[src/common/scg_defines.vh]
// constants for the sleep and clock gating block
`ifndef SCG_DEFINES_VH
`define SCG_DEFINES_VH

// register addresses
`define SCG_ADDR_W 2
`define SCG_ADDR_SLEEP_CTRL 2'h0
`define SCG_ADDR_GATE_0 2'h1
`define SCG_ADDR_GATE_1 2'h2
`define SCG_ADDR_ANALOG_CTRL 2'h3

// sleep control fields
`define SCG_SLEEP_ALLOW_BIT 0
`define SCG_SLEEP_SEL_LSB 1
`define SCG_SLEEP_CTRL_MASK 8'h0f

// gate register 0 fields
`define SCG_G0_TWO_WIRE 7
`define SCG_G0_TIMER_ZERO 5
`define SCG_G0_TIMER_ONE 3
`define SCG_G0_SERIAL_PERIPH 2
`define SCG_G0_CONVERTER 0
`define SCG_G0_MASK 8'had

// gate register 1 fields
`define SCG_G1_USB 7
`define SCG_G1_TIMER_FOUR 4
`define SCG_G1_TIMER_THREE 3
`define SCG_G1_SERIAL_PORT_ONE 0
`define SCG_G1_MASK 8'h99

// analog control fields
`define SCG_AN_CONV_EN 0
`define SCG_AN_COMP_EN 1
`define SCG_AN_COMP_REF 2
`define SCG_AN_MASK 8'h07

// reset values
`define SCG_RST_VAL 8'h00

// sleep select codes
`define SCG_MODE_IDLE 3'h0
`define SCG_MODE_QUIET 3'h1
`define SCG_MODE_PDOWN 3'h2
`define SCG_MODE_PSAVE 3'h3
`define SCG_MODE_RSV4 3'h4
`define SCG_MODE_RSV5 3'h5
`define SCG_MODE_STBY 3'h6
`define SCG_MODE_XSTBY 3'h7

// standby wake-up latency in clock cycles
`define SCG_STBY_WAKE_CYC 3'h6

`endif

[src/rtl/scg_sleep_gate.v]
// sleep mode decode, wake-up and per-peripheral clock gating
//
// Local design decisions: the strobed register port and the register addresses.
`timescale 1ns/1ps
`default_nettype none
`include "scg_defines.vh"

module scg_sleep_gate (
	// clock and reset
	input wire i_ref_clk,
	input wire i_srst,
	// register port
	input wire [`SCG_ADDR_W-1:0] i_addr,
	input wire [7:0] i_wdata,
	input wire i_wr,
	input wire i_rd,
	output reg [7:0] o_rdata,
	// core side
	input wire i_sleep_instr,
	input wire i_crystal_src,
	// wake sources
	input wire i_wk_ext_lines_low,
	input wire i_wk_ext_line_six,
	input wire i_ext_line_six_level,
	input wire i_wk_pin_change,
	input wire i_wk_two_wire_match,
	input wire i_wk_mem_ready,
	input wire i_wk_converter,
	input wire i_wk_watch_timer,
	input wire i_wk_other_io,
	input wire i_wk_usb_sync,
	input wire i_bus_voltage_change_irq,
	input wire i_usb_wake_irq,
	// status and clock enables
	output reg o_sleeping,
	output reg o_core_clk_en,
	output reg o_io_clk_en,
	output reg o_converter_clk_en,
	output reg o_main_osc_en,
	output reg [7:0] o_gate0_clk_en,
	output reg [7:0] o_gate1_clk_en,
	// analog side effects
	output reg o_converter_en,
	output reg o_converter_extended,
	output reg o_comparator_en,
	output reg o_comparator_mux_ok,
	output reg o_int_ref_en
);

	localparam ST_RUN = 2'h0;
	localparam ST_SLEEP = 2'h1;
	localparam ST_RESUME = 2'h2;

	reg [1:0] state_reg;
	reg [1:0] state_next;
	reg [2:0] mode_reg;
	reg [2:0] wait_reg;
	reg [2:0] wait_next;
	reg sleep_allow_reg;
	reg [2:0] sleep_select_reg;
	reg [7:0] peripheral_clock_gate_0_reg;
	reg [7:0] peripheral_clock_gate_1_reg;
	reg [7:0] analog_reg;
	reg conv_was_off_reg;
	reg wake;
	reg [2:0] eff_mode;
	reg keep_io;
	reg keep_conv;
	reg keep_main;
	reg sleep_now;
	reg [7:0] rd_mux;
	reg [7:0] g0_en;
	reg [7:0] g1_en;
	reg comp_on;
	reg [2:0] mode_next;
	reg sleep_allow_next;
	reg [2:0] sleep_select_next;
	reg [7:0] peripheral_clock_gate_0_next;
	reg [7:0] peripheral_clock_gate_1_next;
	reg [7:0] analog_next;
	reg conv_was_off_next;
	wire [7:0] g0_mask;
	wire [7:0] g1_mask;
	wire [7:0] g0_bit;
	wire [7:0] g1_bit;

	assign g0_mask = `SCG_G0_MASK;
	assign g1_mask = `SCG_G1_MASK;

	// ------------------------------------------------------------
	// mode decode
	// ------------------------------------------------------------
	always @* begin
		// standby codes need a crystal source; else treated as power-down
		eff_mode = sleep_select_reg;
		if ((sleep_select_reg == `SCG_MODE_STBY || sleep_select_reg == `SCG_MODE_XSTBY)
			&& !i_crystal_src) begin
			eff_mode = `SCG_MODE_PDOWN;
		end
	end

	always @* begin
		keep_io = 1'b1;
		keep_conv = 1'b1;
		keep_main = 1'b1;
		// domains follow the next state so they switch with the sleep flag
		if (state_next != ST_RUN) begin
			case (mode_next)
				`SCG_MODE_IDLE: begin
					keep_io = 1'b1;
				end
				`SCG_MODE_QUIET: begin
					keep_io = 1'b0;
				end
				`SCG_MODE_STBY, `SCG_MODE_XSTBY: begin
					keep_io = 1'b0;
					keep_conv = 1'b0;
				end
				default: begin
					keep_io = 1'b0;
					keep_conv = 1'b0;
					keep_main = 1'b0;
				end
			endcase
		end
	end

	// ------------------------------------------------------------
	// wake decode
	// ------------------------------------------------------------
	always @* begin
		// asynchronous usb sources wake in every mode
		wake = i_bus_voltage_change_irq | i_usb_wake_irq;
		wake = wake | i_wk_ext_lines_low | i_wk_pin_change;
		wake = wake | i_wk_two_wire_match | i_wk_watch_timer;
		case (mode_reg)
			`SCG_MODE_IDLE: begin
				wake = wake | i_wk_ext_line_six | i_wk_mem_ready | i_wk_converter
					| i_wk_other_io | i_wk_usb_sync;
			end
			`SCG_MODE_QUIET: begin
				wake = wake | (i_wk_ext_line_six & i_ext_line_six_level) | i_wk_mem_ready
					| i_wk_converter | i_wk_usb_sync;
			end
			default: begin
				wake = wake | (i_wk_ext_line_six & i_ext_line_six_level);
			end
		endcase
	end

	// ------------------------------------------------------------
	// sleep state machine
	// ------------------------------------------------------------
	always @* begin
		state_next = state_reg;
		wait_next = wait_reg;
		mode_next = mode_reg;
		sleep_now = i_sleep_instr & sleep_allow_reg &
			(sleep_select_reg != `SCG_MODE_RSV4) & (sleep_select_reg != `SCG_MODE_RSV5);
		case (state_reg)
			ST_RUN: begin
				if (sleep_now) begin
					state_next = ST_SLEEP;
					mode_next = eff_mode;
				end
			end
			ST_SLEEP: begin
				if (wake) begin
					if (mode_reg == `SCG_MODE_STBY || mode_reg == `SCG_MODE_XSTBY) begin
						state_next = ST_RESUME;
						wait_next = `SCG_STBY_WAKE_CYC - 3'h1;
					end else begin
						state_next = ST_RUN;
					end
				end
			end
			ST_RESUME: begin
				if (wait_reg == 3'h0) begin
					state_next = ST_RUN;
				end else begin
					wait_next = wait_reg - 3'h1;
				end
			end
			default: begin
				state_next = ST_RUN;
			end
		endcase
	end

	// ------------------------------------------------------------
	// gated clock enables
	// ------------------------------------------------------------
	genvar gb;
	generate
		for (gb = 0; gb < 8; gb = gb + 1) begin : gen_gate
			// in deeper sleep the io clock is off whatever the gate bits say
			assign g0_bit[gb] = keep_io & ~peripheral_clock_gate_0_reg[gb] & g0_mask[gb];
			assign g1_bit[gb] = keep_io & ~peripheral_clock_gate_1_reg[gb] & g1_mask[gb];
		end
	endgenerate

	always @* begin
		g0_en = g0_bit;
		g1_en = g1_bit;
		// converter runs on its own clock in quiet mode
		g0_en[`SCG_G0_CONVERTER] = keep_conv & ~peripheral_clock_gate_0_reg[`SCG_G0_CONVERTER];
	end

	// ------------------------------------------------------------
	// analog side effects
	// ------------------------------------------------------------
	always @* begin
		// comparator is forced off as soon as the next state is a deep sleep
		comp_on = analog_reg[`SCG_AN_COMP_EN] &
			((mode_next == `SCG_MODE_IDLE) || (mode_next == `SCG_MODE_QUIET) ||
			(state_next == ST_RUN));
		// extended flag set while off, cleared by a finished conversion; set wins
		conv_was_off_next = conv_was_off_reg;
		if (!analog_reg[`SCG_AN_CONV_EN]) begin
			conv_was_off_next = 1'b1;
		end else if (i_wk_converter) begin
			conv_was_off_next = 1'b0;
		end
	end

	// ------------------------------------------------------------
	// read mux with reserved bit positions masked to zero
	// ------------------------------------------------------------
	always @* begin
		case (i_addr)
			`SCG_ADDR_SLEEP_CTRL: rd_mux = {4'h0, sleep_select_reg, sleep_allow_reg};
			`SCG_ADDR_GATE_0: rd_mux = peripheral_clock_gate_0_reg & `SCG_G0_MASK;
			`SCG_ADDR_GATE_1: rd_mux = peripheral_clock_gate_1_reg & `SCG_G1_MASK;
			`SCG_ADDR_ANALOG_CTRL: rd_mux = analog_reg & `SCG_AN_MASK;
			default: rd_mux = 8'h00;
		endcase
	end

	// ------------------------------------------------------------
	// register writes
	// ------------------------------------------------------------
	always @* begin
		sleep_allow_next = sleep_allow_reg;
		sleep_select_next = sleep_select_reg;
		peripheral_clock_gate_0_next = peripheral_clock_gate_0_reg;
		peripheral_clock_gate_1_next = peripheral_clock_gate_1_reg;
		analog_next = analog_reg;
		if (i_wr) begin
			case (i_addr)
				`SCG_ADDR_SLEEP_CTRL: begin
					sleep_allow_next = i_wdata[`SCG_SLEEP_ALLOW_BIT];
					sleep_select_next = i_wdata[`SCG_SLEEP_SEL_LSB+2:`SCG_SLEEP_SEL_LSB];
				end
				`SCG_ADDR_GATE_0: begin
					// reserved positions never store a one
					peripheral_clock_gate_0_next = i_wdata & `SCG_G0_MASK;
				end
				`SCG_ADDR_GATE_1: begin
					peripheral_clock_gate_1_next = i_wdata & `SCG_G1_MASK;
				end
				`SCG_ADDR_ANALOG_CTRL: begin
					analog_next = i_wdata & `SCG_AN_MASK;
				end
				default: begin
				end
			endcase
		end
	end

	// ------------------------------------------------------------
	// registers
	// ------------------------------------------------------------
	always @(posedge i_ref_clk) begin
		if (i_srst) begin
			state_reg <= ST_RUN;
			mode_reg <= `SCG_MODE_IDLE;
			wait_reg <= 3'h0;
			sleep_allow_reg <= 1'b0;
			sleep_select_reg <= 3'h0;
			peripheral_clock_gate_0_reg <= `SCG_RST_VAL;
			peripheral_clock_gate_1_reg <= `SCG_RST_VAL;
			analog_reg <= `SCG_RST_VAL;
			conv_was_off_reg <= 1'b1;
			o_rdata <= 8'h00;
			o_sleeping <= 1'b0;
			o_core_clk_en <= 1'b1;
			o_io_clk_en <= 1'b1;
			o_converter_clk_en <= 1'b1;
			o_main_osc_en <= 1'b1;
			o_gate0_clk_en <= `SCG_G0_MASK;
			o_gate1_clk_en <= `SCG_G1_MASK;
			o_converter_en <= 1'b0;
			o_converter_extended <= 1'b1;
			o_comparator_en <= 1'b0;
			o_comparator_mux_ok <= 1'b1;
			o_int_ref_en <= 1'b0;
		end else begin
			state_reg <= state_next;
			wait_reg <= wait_next;
			mode_reg <= mode_next;
			sleep_allow_reg <= sleep_allow_next;
			sleep_select_reg <= sleep_select_next;
			peripheral_clock_gate_0_reg <= peripheral_clock_gate_0_next;
			peripheral_clock_gate_1_reg <= peripheral_clock_gate_1_next;
			analog_reg <= analog_next;
			conv_was_off_reg <= conv_was_off_next;
			o_rdata <= i_rd ? rd_mux : 8'h00;
			o_sleeping <= (state_next != ST_RUN);
			// registered enables give clean clock gating
			o_core_clk_en <= (state_next == ST_RUN);
			o_io_clk_en <= keep_io;
			o_converter_clk_en <= keep_conv;
			o_main_osc_en <= keep_main;
			o_gate0_clk_en <= g0_en;
			o_gate1_clk_en <= g1_en;
			// converter enable is untouched by sleep
			o_converter_en <= analog_reg[`SCG_AN_CONV_EN];
			o_converter_extended <= conv_was_off_reg;
			o_comparator_en <= comp_on;
			o_comparator_mux_ok <= ~peripheral_clock_gate_0_reg[`SCG_G0_CONVERTER];
			o_int_ref_en <= analog_reg[`SCG_AN_COMP_EN] & analog_reg[`SCG_AN_COMP_REF];
		end
	end

endmodule
`default_nettype wire

[config.mk]
export PLATFORM = sky130hd
export DESIGN_NAME = scg_sleep_gate
export DESIGN_NICKNAME = d
export VERILOG_FILES = /design/src/rtl/scg_sleep_gate.v
export VERILOG_INCLUDE_DIRS = /design/src /design/src/common
export SDC_FILE = /design/constraint.sdc
export NUM_CORES = 1
export LEC_CHECK = 0
export ABC_AREA = 1
export BUFFER_PORTS_ARGS = -buffer_cell sky130_fd_sc_hd__buf_4
export CAP_MARGIN = 20
export CORE_UTILIZATION = 50
export CTS_BUF_LIST = sky130_fd_sc_hd__clkbuf_16
export DETAILED_ROUTE_END_ITERATION = 12
export GPL_TIMING_DRIVEN = 1
export MAX_ROUTING_LAYER = met4
export PLACE_DENSITY = 0.78
export SLEW_MARGIN = 20
export SYNTH_ARGS = -nofsm -noshare
export SYNTH_HDL_FRONTEND = slang
export SYNTH_SLANG_ARGS = --single-unit
[constraint.sdc]
create_clock -name i_ref_clk -period 1.7 [get_ports i_ref_clk]
set_input_delay 0.17 -clock i_ref_clk [delete_from_list [all_inputs] [get_ports i_ref_clk]]
set_output_delay 0.17 -clock i_ref_clk [all_outputs]
set_load 0.1 [all_outputs]
==> metrics <==
status=finished, final reports clean; clk sinks=51; Placer Congestion=0.883; ANT nets after route=0; Final Max Slew Viols=0; Final HPWL DP=2.83 mm; arrival time worst endpoint=1.70 ns; prevailing post-synth register cell=dfxtp_1; Area contributors post-synth=dfxtp_1 (51%), nand2_1 (9.1%), inv_1 (6.5%); unique cell type count in the Yosys netlist=26; setup tns final=0 ns; Overall Global Routing Usage=21.1%; Seq cells post-synth=51; final setup fails=0; DRT iter0 DRCs=86; fraction of layout cells with a size suffix above 1=24.4%; CP Capture Type=register; Syn-to-layout area delta=26.8%; post-synthesis async set-or-reset flop share=0%; Setup Crit Path Kind=register to register; PortBufs=52; Layout Nets=341; Residual DRC=0; multi-input logic area=798 sq um; wirelength, routed=3.89 mm; Final Cycle Share=90.0%; capturing point of the worst reg2reg path=o_gate0_clk_en[7]; static leakage=1.22 nW; Initial DRT Pass Iterations=4; hold crit path type=primary input to register; top-area cell type share of the netlist area=50.7%; post-route insts no fill=360; sequential fraction of the synthesis area=50.7%; syn_area_per_cell=7.83 sq um; R2R Setup Slk=0.17 ns; reg2reg start=wait_reg[0]; CP Launch Type=register; final worst path period need=1.53 ns; Die Ht=65.5 um; Crit. Startpoint=wait_reg[0]; Synth Cell Area=2010 sq um; H-tree levels=2; hold buffer count at CTS=0; Final Skew=0.00274 ns; Ports=62; # Post-CTS Setup Buffers=0; DIE WIDTH=65.5 um; Clock Latency Late Sink=0.28 ns; number of synthesis warnings=0; pwr/cell area=995 nW/um^2; Worst Setup EP=o_gate0_clk_en[7]; initial core utilization=53.4%; vias in the first global route=1538; initial antenna violation count=0; CTS Buffer Depth=2; ANT cells=0; CTS tree=yes; Root Driver=clkbuf_16; Core ar.=3770 sq um; Place WS=0.139 ns; max FFs per register=7; CP Max Fanout=8; Layout fillers=319; Final Hold Fails=0; Worst Slack Setup Final=0.171 ns; max_cap viols=0; Max Clock Freq=654 MHz; Inserted Clock Buffers=5; DIE AREA=4280 sq um; CTS clk-pin slew, worst paths=0.06 ns; detailed-route via count=1708; Wirelength per Cell=10.8 um; grt ovf=0; largest net degree at the start of global routing=31; Seq. cell area=1020 sq um; Syn Inst Count=257; VDD IR max=0.602 mV; Min Hold Slack=0.0882 ns; Worst Reg-to-Reg Cells=8; CP required=1.87 ns; Via density=4.74; Post-Place Cells=352; unrepaired setup endpoints after global routing=no; FP Rows=22; dominant cell type by area after synthesis=dfxtp_1; EDFF count, synth=0; first-pass GRT wire length=6.67 mm
cell type report:
cell class,instances,share of cell area [%]
Sequential cell,51,40.0
Multi-Input combinational cell,163,31.3
Timing Repair Buffer,53,15.6
Inverter,37,5.44
Clock buffer,5,4.90
Tap cell,48,2.35
Clock inverter,3,0.490
how the worst min path moves through the flow:
stage | start | end | cells past startpoint
finish | i_wk_converter | conv_was_off_reg | 2
CTS | i_wk_converter | conv_was_off_reg | 2
detailed placement | i_wk_converter | conv_was_off_reg | 2
floorplan | i_addr[0] | o_rdata[4] | 1
global route | i_wk_converter | conv_was_off_reg | 2
global placement | i_wk_converter | conv_was_off_reg | 2
cell families (layout without fill, tap and decap cells):
group                    after synthesis  after routing  share of synthesized area [%]
XOR/XNOR                               1              1                          0.435
AND/OR/NAND/NOR                      104            104                           23.3
buffers and inverters                 50             98                           10.9
adder cells (fa/ha/maj)                2              2                           1.24
flip-flops                            51             51                           50.7
other                                  1              8                          0.186
AO/OA/AOI/OAI                         48             48                           13.2
what timing repair did:
item / 4_1_cts / 5_1_grt
endpoints found under the hold margin: 0 / 0
endpoints found under the setup margin: 0 / 1
gates resized for setup: 0 / 0
cells in the mapped netlist (2+ instances only):
| cell type | n |
|---|---|
| a21oi_1 | 23 |
| buf_2 | 2 |
| buf_4 | 8 |
| clkbuf_1 | 3 |
| dfxtp_1 | 51 |
| ha_1 | 2 |
| inv_1 | 35 |
| inv_2 | 2 |
| nand2_1 | 49 |
| nand2_2 | 7 |
| nand2_4 | 2 |
| nand3_1 | 11 |
| nand4_1 | 2 |
| nor2_1 | 25 |
| nor2_4 | 2 |
| nor3_1 | 2 |
| nor4_1 | 2 |
| o21ai_0 | 21 |
routing by layer:
layer	GRT usage (%)	up-vias	share of wire, %
met1	25.8	747	46
met3	3.82	10	5.1
met4	10.6	0	2.2
met2	33.4	52	47
met5	-	-	0
li1	-	899	-
cell usage in the layout (no fill, tap or decap):
master	instances
a21oi_2	1
nand2_4	2
or2_2	1
nor2_1	25
nor3_1	2
nor2_4	2
dfxtp_1	51
nand3_1	11
a31oi_1	1
inv_2	2
xor2_1	1
conb_1	8
o21ai_0	21
clkbuf_16	5
nand2_2	7
nor4_1	2
nor2_2	1
o211ai_4	1
buf_4	53
clkinv_2	1
nand4_1	2
nand2_1	49
ha_1	2
o311ai_0	1
a21oi_1	23
inv_1	37
critical path, stage by stage, from the launching register on:
cell	delay [ns]
dfxtp_1	0.32
inv_1	0.07
ha_1	0.21
a21oi_2	0.17
nor2_1	0.08
o211ai_4	0.28
nand2_4	0.15
nand2_1	0.09
nand2_1	0.04
through the flow:
stage          total power [W]  util, %  instance area (sq um)
2_1_floorplan          0.00155        -                   2040
3_3_place_gp           0.00163     64.1                   2420
3_5_place_dp           0.00164     64.1                   2420
4_1_cts                0.00255     67.7                   2550
5_1_grt                0.00263     67.7                   2550
6_report               0.00254     67.7                   2550
power breakdown:
part / switching, W / internal (W) / total [W]
combinational: 0.000275 / 0.0000905 / 0.000365
clock: 0.000399 / 0.000532 / 0.000931
sequential: 0.0000158 / 0.00123 / 0.00125
total: 0.000690 / 0.00185 / 0.00254
Power figures use the tool's default switching activity.
